`src/core/adc_seq_pkg.sv`:
```
// Purpose: shared constants for the serial converter transfer sequencer
// Assumes: 100 MHz system clock
// Notes: times in ns, counts derived at the clock rate
package adc_seq_pkg;
   localparam int unsigned CLK_PERIOD_NS = 10;
   // select filter: setup plus two internal clock falls
   localparam int unsigned SEL_FILTER_NS = 1425;
   localparam int unsigned SEL_FILTER_CYC = (SEL_FILTER_NS + CLK_PERIOD_NS - 1) / CLK_PERIOD_NS;
   localparam int unsigned CONV_NS = 21000;
   localparam int unsigned CONV_CYC = CONV_NS / CLK_PERIOD_NS;
   localparam int unsigned ABORT_NS = 9000;
   localparam int unsigned ABORT_CYC = ABORT_NS / CLK_PERIOD_NS;
   localparam int unsigned EOC_FALL_NS = 70;
   localparam int unsigned EOC_FALL_CYC = (EOC_FALL_NS + CLK_PERIOD_NS - 1) / CLK_PERIOD_NS;
   localparam logic [4:0] XFER_BITS = 5'h0A;
   localparam logic [4:0] ACQ_FIRST = 5'h04;
   localparam logic [4:0] ACQ_LAST = 5'h0A;
   localparam logic [3:0] ADDR_TEST_MID = 4'hB;
   localparam logic [3:0] ADDR_TEST_ZERO = 4'hC;
   localparam logic [3:0] ADDR_TEST_FULL = 4'hD;
   localparam logic [9:0] CODE_MID = 10'h200;
   localparam logic [9:0] CODE_ZERO = 10'h000;
   localparam logic [9:0] CODE_FULL = 10'h3FF;
   localparam logic [9:0] RESULT_RST = 10'h000;
   typedef enum logic [1:0] {
      ST_IDLE = 2'b00,
      ST_SHIFT = 2'b01,
      ST_CONV = 2'b10
   } seq_state_t;
endpackage : adc_seq_pkg

```
`src/core/sel_filter.sv`:
```
// Purpose: synchronise and debounce the active-low select pin
// Assumes: pin is asynchronous to clk
// Notes: a level is accepted only once stable for the filter time
`timescale 1ns/1ns
module sel_filter
   import adc_seq_pkg::*;
(
   // clock and reset
   input wire logic clk,
   input wire logic srst,
   input wire logic ce,
   // pin and filtered level
   input wire logic sel_n_pin,
   output logic sel_n_filt
);
   typedef struct packed {
      logic s1;
      logic s2;
      logic filt;
      logic [8:0] cnt;
   } flt_t;
   flt_t q, d;
   localparam logic [8:0] FCYC = 9'(SEL_FILTER_CYC);

   always_comb begin
      d = q;
      d.s1 = sel_n_pin;
      d.s2 = q.s1;
      if (q.s2 == q.filt) begin
         d.cnt = 9'h000;
      end else if (q.cnt == FCYC - 9'h001) begin
         d.filt = q.s2;
         d.cnt = 9'h000;
      end else begin
         d.cnt = q.cnt + 9'h001;
      end
   end

   always_ff @(posedge clk) begin
      if (srst) begin
         q <= '{s1: 1'b1, s2: 1'b1, filt: 1'b1, cnt: 9'h000};
      end else if (ce) begin
         q <= d;
      end
   end

   assign sel_n_filt = q.filt;
endmodule : sel_filter

```
`src/core/adc_seq.sv`:
```
// Purpose: serial transfer sequencer of a 10-bit converter
// Assumes: host shift clock far slower than clk; sample value given on a port
// Notes: conversion time is counted, analog value taken from sample_code
`timescale 1ns/1ns
module adc_seq
   import adc_seq_pkg::*;
#(
   parameter int unsigned CONV_CYCLES = CONV_CYC,
   parameter int unsigned ABORT_CYCLES = ABORT_CYC
) (
   // clock and reset
   input wire logic clk,
   input wire logic srst,
   input wire logic ce,
   // host serial pins
   input wire logic sel_n,
   input wire logic sclk,
   input wire logic addr_in,
   output logic data_out,
   output logic data_oe,
   output logic eoc,
   // analog side
   input wire logic [9:0] sample_code,
   output logic [3:0] channel,
   output logic sampling
);
   typedef struct packed {
      seq_state_t st;
      logic ck1;
      logic ck2;
      logic ck3;
      logic ad1;
      logic ad2;
      logic sel_p;
      logic [4:0] bits;
      logic [3:0] addr_sh;
      logic [3:0] chan;
      logic [9:0] out_sh;
      logic [9:0] result;
      logic [14:0] cnt;
      logic [14:0] since10;
      logic eoc;
      logic samp;
      logic dout;
   } seq_t;
   seq_t q, d;
   logic sel_f;
   logic rise, fall;
   localparam logic [14:0] CONV_N = 15'(CONV_CYCLES);
   localparam logic [14:0] ABORT_N = 15'(ABORT_CYCLES);
   localparam logic [14:0] EOCF_N = 15'(EOC_FALL_CYC);

   function automatic logic [9:0] test_code(input logic [3:0] a, input logic [9:0] s);
      unique case (a)
         ADDR_TEST_MID: test_code = CODE_MID;
         ADDR_TEST_ZERO: test_code = CODE_ZERO;
         ADDR_TEST_FULL: test_code = CODE_FULL;
         default: test_code = s;
      endcase
   endfunction : test_code

   sel_filter u_flt (
      .clk(clk),
      .srst(srst),
      .ce(ce),
      .sel_n_pin(sel_n),
      .sel_n_filt(sel_f)
   );

   assign rise = q.ck2 & ~q.ck3;
   assign fall = ~q.ck2 & q.ck3;

   always_comb begin
      d = q;
      d.ck1 = sclk;
      d.ck2 = q.ck1;
      d.ck3 = q.ck2;
      d.ad1 = addr_in;
      d.ad2 = q.ad1;
      d.sel_p = sel_f;
      if (q.since10 != 15'h7FFF) begin
         d.since10 = q.since10 + 15'h0001;
      end
      unique case (q.st)
         ST_IDLE: begin
            d.bits = 5'h00;
            // select held low: a new transfer may start immediately
            if (!sel_f) begin
               d.st = ST_SHIFT;
            end
         end
         ST_SHIFT: begin
            if (sel_f) begin
               d.st = ST_IDLE;
               d.samp = 1'b0;
            end else begin
               if (rise && q.bits < 5'h04) begin
                  d.addr_sh = {q.addr_sh[2:0], q.ad2};
               end
               if (fall) begin
                  d.bits = q.bits + 5'h01;
                  d.out_sh = {q.out_sh[8:0], 1'b0};
                  d.dout = q.out_sh[8];
                  if (q.bits + 5'h01 == ACQ_FIRST) begin
                     d.chan = q.addr_sh;
                     d.samp = 1'b1;
                  end
                  if (q.bits + 5'h01 == XFER_BITS) begin
                     d.samp = 1'b0;
                     d.st = ST_CONV;
                     d.cnt = 15'h0000;
                     d.since10 = 15'h0000;
                  end
               end
            end
         end
         ST_CONV: begin
            d.cnt = q.cnt + 15'h0001;
            if (q.cnt == EOCF_N - 15'h0001) begin
               d.eoc = 1'b0;
            end
            // extra clocks beyond ten are ignored during conversion
            if (q.sel_p && !sel_f && q.since10 < ABORT_N) begin
               d.st = ST_IDLE;
               d.eoc = 1'b1;
            end else if (q.cnt == CONV_N - 15'h0001) begin
               d.result = test_code(q.chan, sample_code);
               d.out_sh = test_code(q.chan, sample_code);
               d.dout = test_code(q.chan, sample_code) >> 9 != 10'h000;
               d.eoc = 1'b1;
               d.st = sel_f ? ST_IDLE : ST_SHIFT;
               d.bits = 5'h00;
            end
         end
         default: d.st = ST_IDLE;
      endcase
   end

   always_ff @(posedge clk) begin
      if (srst) begin
         q <= '{st: ST_IDLE, ck1: 1'b0, ck2: 1'b0, ck3: 1'b0, ad1: 1'b0, ad2: 1'b0,
                sel_p: 1'b1, bits: 5'h00, addr_sh: 4'h0, chan: 4'h0, out_sh: RESULT_RST,
                result: RESULT_RST, cnt: 15'h0000, since10: 15'h7FFF, eoc: 1'b1,
                samp: 1'b0, dout: 1'b0};
      end else if (ce) begin
         q <= d;
      end
   end

   assign data_out = q.dout;
   assign data_oe = ~sel_f;
   assign eoc = q.eoc;
   assign channel = q.chan;
   assign sampling = q.samp;

   property p_eoc_fall;
      @(posedge clk) disable iff (srst)
      (ce && q.st == ST_SHIFT && !sel_f && fall && q.bits == 5'h09) |=> ##[0:10] !q.eoc;
   endproperty
   a_eoc_fall: assert property (p_eoc_fall) else $error("flag did not fall");

   property p_eoc_rise_msb;
      @(posedge clk) disable iff (srst)
      $rose(q.eoc) && q.st != ST_IDLE |-> q.dout == q.result[9];
   endproperty
   a_eoc_rise_msb: assert property (p_eoc_rise_msb) else $error("msb not shown");

   property p_test_mid;
      @(posedge clk) disable iff (srst)
      $rose(q.eoc) && q.chan == ADDR_TEST_MID && q.st != ST_IDLE |-> q.result == CODE_MID;
   endproperty
   a_test_mid: assert property (p_test_mid) else $error("self-test mid wrong");

   property p_test_full;
      @(posedge clk) disable iff (srst)
      $rose(q.eoc) && q.chan == ADDR_TEST_FULL && q.st != ST_IDLE |-> q.result == CODE_FULL;
   endproperty
   a_test_full: assert property (p_test_full) else $error("self-test full wrong");

   property p_sel_rise_stop;
      @(posedge clk) disable iff (srst)
      ce && q.st == ST_SHIFT && sel_f |=> q.st == ST_IDLE && !q.samp;
   endproperty
   a_sel_rise_stop: assert property (p_sel_rise_stop) else $error("shift not stopped");

   property p_idle_ignores;
      @(posedge clk) disable iff (srst)
      q.st == ST_IDLE && ce |=> q.bits == 5'h00;
   endproperty
   a_idle_ignores: assert property (p_idle_ignores) else $error("clock counted in idle");

   property p_samp_only_shift;
      @(posedge clk) disable iff (srst)
      q.samp |-> q.st == ST_SHIFT && q.bits >= ACQ_FIRST && q.bits < ACQ_LAST;
   endproperty
   a_samp_only_shift: assert property (p_samp_only_shift) else $error("bad sample window");

   property p_abort;
      @(posedge clk) disable iff (srst)
      ce && q.st == ST_CONV && q.sel_p && !sel_f && q.since10 < ABORT_N
         |=> q.st == ST_IDLE && q.eoc;
   endproperty
   a_abort: assert property (p_abort) else $error("abort not taken");

   property p_low_in_conv;
      @(posedge clk) disable iff (srst)
      q.st == ST_CONV && q.cnt > EOCF_N |-> !q.eoc;
   endproperty
   a_low_in_conv: assert property (p_low_in_conv) else $error("flag high in conversion");

   c_conv_done: cover property (@(posedge clk) disable iff (srst) $rose(q.eoc));
   c_abort: cover property (@(posedge clk) disable iff (srst)
      q.st == ST_CONV ##1 q.st == ST_IDLE && q.cnt < CONV_N - 15'h0001);
   c_held: cover property (@(posedge clk) disable iff (srst)
      q.st == ST_CONV ##1 q.st == ST_SHIFT);
endmodule : adc_seq

```
`config.mk`:
```
export PLATFORM = sky130hd
export DESIGN_NAME = adc_seq
export DESIGN_NICKNAME = d
export VERILOG_FILES = /design/src/core/adc_seq_pkg.sv /design/src/core/sel_filter.sv /design/src/core/adc_seq.sv
export SDC_FILE = /design/constraint.sdc
export NUM_CORES = 1
export LEC_CHECK = 0
export ABC_AREA = 1
export BUFFER_PORTS_ARGS = -buffer_cell sky130_fd_sc_hd__clkbuf_2
export CAP_MARGIN = 20
export CORE_MARGIN = 5
export CORE_UTILIZATION = 30
export CTS_CLUSTER_SIZE = 12
export DETAILED_ROUTE_END_ITERATION = 10
export SYNTH_ARGS = -nofsm -noshare
export SYNTH_HDL_FRONTEND = slang
export SYNTH_SLANG_ARGS = --single-unit
```
`constraint.sdc`:
```
create_clock -name clk -period 1.6 [get_ports clk]
set_input_delay 0.24 -clock clk [delete_from_list [all_inputs] [get_ports clk]]
set_output_delay 0.24 -clock clk [all_outputs]
set_load 0.01 [all_outputs]
```
## Word level (Yosys, flattened, before mapping)

Index checks and enable logic that the tools add are counted.

| word-level totals | value |
|---|---|
| flip-flop bits (word level) | 85 |
| output and inout port bits | 8 |
| word-level logic and storage cells | 114 |

| cells by class | value |
|---|---|
| $add $sub $neg | 4 |
| $lt $le $gt $ge | 2 |
| equality and inequality tests | 21 |
| mux-type cells | 39 |
| bitwise logic cells | 7 |
| reduce and logical (&&, ||, !) cells | 20 |

Operators by type and width:

| kind | count |
|---|---|
| 2-to-1 mux 30 bit | 3 |
| 2-to-1 mux 19 bit | 2 |
| adder 15 x 1 -> 15 bit, second input constant | 2 |
| 2-to-1 mux 15 bit | 2 |
| one-hot mux 10 bit (3 select lines) | 1 |
| one-hot mux 15 bit (2 select lines) | 1 |
| 2-to-1 mux 23 bit | 1 |
| 2-to-1 mux 9 bit | 2 |
| one-hot mux 9 bit (2 select lines) | 1 |
| equality test 15 x 12 -> 1 bit, second input constant | 1 |
| equality test 15 x 3 -> 1 bit, second input constant | 1 |
| < comparator 15 x 10 -> 1 bit, second input constant | 1 |
| 2-to-1 mux 5 bit | 3 |
| != test 15 bit, second input constant | 1 |
| one-hot mux 5 bit (3 select lines) | 1 |
| AND reduction 5 bit | 3 |
| 2-to-1 mux 14 bit | 1 |
| 2-to-1 mux 2 bit | 7 |
| equality test 4 bit, second input constant | 3 |
| != test 2 bit, second input constant | 6 |
| AND reduction 4 bit | 3 |
| AND reduction 6 bit | 2 |
| 2-to-1 mux 1 bit | 10 |
| adder 9 x 1 -> 9 bit, second input constant | 1 |
| 21 further kinds | 34 |

## Depth between registers and ports, before layout

| depth | value |
|---|---|
| word-level depth | 7 |
| depth in mapped cells | 13 |

## Modules after synthesis

From an unflattened synthesis, not the netlist that was laid out.

| unflattened totals | value |
|---|---|
| cells, all modules | 678 |
| area total of the unflattened synthesis | 4384.2 sq um |

By module, submodules not included:

| module | instances | cells an instance | area each (sq um) |
|---|---|---|---|
| adc_seq | 1 | 584 | 3691.0 |
| sel_filter | 1 | 94 | 693.2 |

## Least setup slack after synthesis

Ideal clock, no wire load.

| timing | value |
|---|---|
| kind | register -> register |
| start point | register q[61] in the netlist's numbering |
| end point | register q[18] in the netlist's numbering |
| setup time | 0.113 ns |
| arrival time | 1.502 ns |
| slack | -0.015 ns |
| stages on the path, launching flop included | 12 |
| path buffers | 1 |
| period minus slack after synthesis | 1.615 ns |
| cells stage by stage | dfxtp_1 ha_1 nand2_1 nand2_1 nand2_1 nor2_2 nand2_1 nand2_1 nand2_4 buf_6 o21ai_1 inv_1 |

| on the way | value |
|---|---|
| cells in the longest elaborated chain, start to end | 4 |

RTL lines:

| element | RTL line | source |
|---|---|---|
| start: declaration | adc_seq.sv:46 | `seq_t q, d;` |
| start signal: assignment | adc_seq.sv:141 | `q <= '{st: ST_IDLE, ck1: 1'b0, ck2: 1'b0, ck3: 1'b0, ad1: 1'b0, ad2: 1'b0,` |
| adder 5 x 1 -> 5 bit | adc_seq.sv:108 | `if (q.bits + 5'h01 == XFER_BITS) begin` |
| equality test 5 x 4 -> 1 bit | adc_seq.sv:108 |  |
| != test 2 bit (no line) | - |  |
| AND reduction 5 bit (no line) | - |  |

No other way between the ends.
A chain may end at the register's enable or synchronous reset.

## Worst setup path in the final report

| timing | value |
|---|---|
| start point | register q[62] in the netlist's numbering |
| end point | register q[10] in the netlist's numbering |

| on the way | value |
|---|---|
| cells in the longest elaborated chain, start to end | 6 |

RTL lines:

| element | RTL line | source |
|---|---|---|
| adder 5 x 1 -> 5 bit | adc_seq.sv:108 |  |
| equality test 5 x 4 -> 1 bit | adc_seq.sv:108 |  |
| 2-to-1 mux 30 bit | adc_seq.sv:108 |  |
| 2-to-1 mux 30 bit | adc_seq.sv:100 | `if (fall) begin` |
| 2-to-1 mux 30 bit | adc_seq.sv:93 | `if (sel_f) begin` |
| 2-to-1 mux 15 bit | adc_seq.sv:84 | `unique case (q.st)` |

No other way between the ends. The select of a mux whose other input is x is not followed.

==> flow_summary.toml <==
[critical_path]
cp_slowest_cell = "dfxtp_2"
reg2reg_to = "q[10]$_SDFFE_PP1P_"
cpPeakStageDelay_ns = 0.34
r2r_setup_slack_ns = 0.05
startpoint_type = "flip-flop"
r2r-start = "q[62]$_SDFFE_PP0P_"
arrival_ns = 1.79
cp-end-kind = "flip-flop"
setup.worst_path.class = "flip-flop to flip-flop"
critPathMaxFanout = 5
crit_chain = "buf_6 -> inv_1 -> ha_2 -> nand2_2 -> nor2_4 -> nand4_1 -> buf_4 -> nand3_1 -> nand2_1"
required_ns = 1.83
rr_worst_depth = 9

[pwr]
sequentialPowerShare = 0.335
p_int_mw = 4.40
total_leakage_power_nw = 2.53
power.density_nw_per_um2 = 1140
p_comb_frac = 0.301
peakVddDrop_v = 0.000764
p_switching_mw = 2.16
pwr-share-clk = 0.364
p_sw_frac = 0.329

[finish]
antenna_cells = 0
nFillCells = 1530
syn_to_final_growth_pct = 30.7
post-route-util = 0.398
final_cells = 949
fin_area_um2 = 5740
layout.nets = 784
drive_above_1_share = 0.264

[routing]
wl_um = 11400
wl_per_cell_um = 12.0
drcViolationCount = 0
ant_nets = 0
drtIter0Drc = 319
via_per_inst = 4.74
via_count = 4501
dr.pass1.iters = 5

[synth]
synth_top_area_cell = "dfxtp_1"
synth_top_area_share = 0.342
async_flop_share = 0
synth_seq_cells = 75
synth_edf_count = 0
avgSynthCellArea_um2 = 6.38
ys_top_cells_by_count = "nand2_1, nor2_1, dfxtp_1, nand3_1, inv_1"
syn_nets = 712
ys.flop_type = "dfxtp_1"
synthCells = 688
ys_top_cells_by_area = "dfxtp_1, nand2_1, nor2_1, nand3_1, inv_1"
synth.most_common_cell = "nand2_1"
ys_seq_area_frac = 0.342
synth_area_um2 = 4390
yosys_warnings = 0
yosysUniqueCellTypes = 36

[clock_tree]
cts_buffer_depth = 2
insertion_delay_ns = 0.34
cts_made_buffers = 9
cts_hold_buf = 0
clkTransAtPathRegs_ns = 0.06
numClockSinks = 75
h-tree-depth = 3
clockRootBuffer = "clkbuf_16"
cts_tree = "yes"

[min_path]
hold_path_class = "primary input to flip-flop"
whs_endpoint = "d[70]$_SDFFE_PP0P_"
min_path_cells = 3
hp-start = "sclk"

[sta]
relSlewSlack = 0.732
fin_tns_setup_ns = 0
fin_worst_skew_ns = 0.00714
max_slew.worst_pin.slew_ns = 0.398
period_needed_ns = 1.55
fin_crit_sh = 0.972
hold_viol_final = 0
slew_viol_final = 0
setup_viol_count_final = 0
rsz0062_at_grt = "yes"
timing.hold.ws_ns = 0.120
max_freq_mhz = 643

[global_route]
groute.usage.overall = 0.137
grt.overflow.total = 0
antenna_found_initial = 0
grt_pass1_wl_um = 19400
grt_max_degree = 48
grt_pass1_vias = 4291

[floorplan]
die_w_um = 131
die_y_um = 131
coreArea_um2 = 14400
die_area_um2 = 17100
start_util = 0.304
num_rows = 44
pin_count = 24

[placement]
dpl-instance-area_um2 = 4980
routabilityCongestion = 0.824
hpwl_um = 7640
io_buffers = 23
dp.cells = 919

[run_status]
outcome = "finished clean"

[flow_run]
cap_violations = 0
-- kinds of logic after synthesis --
family / after synthesis / share of synthesized area
xor gates and xnor gates: 13 / 0.0259
and+or+nand+nor: 410 / 0.412
DFF: 75 / 0.342
adders and majority gates: 8 / 0.0228
AOI/OAI and AO/OA: 83 / 0.100
buffers and inverters: 99 / 0.0969
-- layout make-up --
| cell class | instances | area (um2) | share of cell area |
|---|---|---|---|
| multi-input combinational | 516 | 2730 | 0.476 |
| clock buffer | 9 | 225 | 0.0393 |
| tap | 184 | 230 | 0.0401 |
| timing repair buffer | 81 | 598 | 0.104 |
| sequential | 75 | 1530 | 0.267 |
| inverter | 76 | 295 | 0.0515 |
| timing repair inverter | 1 | 5.00 | 0.000873 |
| clock inverter | 7 | 124 | 0.0216 |
-- power groups by stage --
stage	clock, mW	combinational, mW	sequential (mW)
floorplan	0	1.09	2.19
global route	2.52	2.22	2.21
detailed placement	0	1.59	2.22
CTS	2.45	1.62	2.18
global placement	0	1.59	2.22
finish	2.39	1.98	2.20
-- what timing repair did --
item / CTS / global route
buffers inserted: 4 / 6
resized for setup: 10 / 95
gates cloned: 2 / 2
hold endpoints to repair: 0 / 0
endpoints found under the setup margin: 28 / 55
pin swaps: 5 / 19
-- sequential cells by signal (all words and copies together) (netlist names) --
| signal | count |
|---|---|
| eoc | 1 |
| q | 53 |
| u_flt.q | 10 |
| d | 3 |
| channel | 4 |
| sampling | 1 |
| data_out | 1 |
| u_flt.d | 1 |
| u_flt.sel_n_filt | 1 |
-- cells in the final DEF, fill, tap and decap left out, types with 13 or more instances in the layout --
master and n:
dfxtp_2 14, nand4_1 18, clkbuf_2 23, o21ai_0 21
buf_4 50, inv_1 57, nand2_1 163, a21oi_1 40
nand3_1 63, dfxtp_1 58, nand2_2 13, nor2_1 95
inv_2 16
-- metal layers --
| layer | GRT usage | wire length (um) | vias up |
|---|---|---|---|
| met5 | 0 | 0 | - |
| met4 | 0.0369 | 119 | 0 |
| met3 | 0.0341 | 430 | 12 |
| met2 | 0.218 | 5210 | 69 |
| met1 | 0.186 | 5660 | 2052 |
| li1 | - | - | 2368 |
-- stage by stage --
stage / setup slack [ns] / power (mW)
finish: 0.0452 / 6.56
global route: -0.0833 / 6.96
CTS: -0.00128 / 6.25
detailed placement: -0.0345 / 3.81
global placement: -0.0351 / 3.81
floorplan: 0.0178 / 3.28
-- worst max-delay path by stage --
stage                             from                    end  slack, ns  cells past startpoint
CTS                 q[18]$_SDFFE_PP0P_     q[49]$_SDFFE_PP0P_     -0.001                      9
finish              q[62]$_SDFFE_PP0P_     q[10]$_SDFFE_PP1P_       0.05                      9
global placement    q[18]$_SDFFE_PP0P_  data_out$_SDFFE_PP0P_      -0.04                     12
global route        q[62]$_SDFFE_PP0P_     q[10]$_SDFFE_PP1P_      -0.08                     10
floorplan           q[62]$_SDFFE_PP0P_     q[18]$_SDFFE_PP0P_       0.02                     11
detailed placement  q[18]$_SDFFE_PP0P_     q[63]$_SDFFE_PP0P_      -0.03                     10
-- worst max-delay path, delay by kind of cell (launching register included) --
| kind | cells | cell delay, ns |
|---|---|---|
| buffers and inverters | 3 | 0.40 |
| AND/OR/NAND/NOR | 5 | 0.54 |
| flip-flops | 1 | 0.34 |
| adder cells (fa/ha/maj) | 1 | 0.16 |
Power figures use the tool's default switching activity.
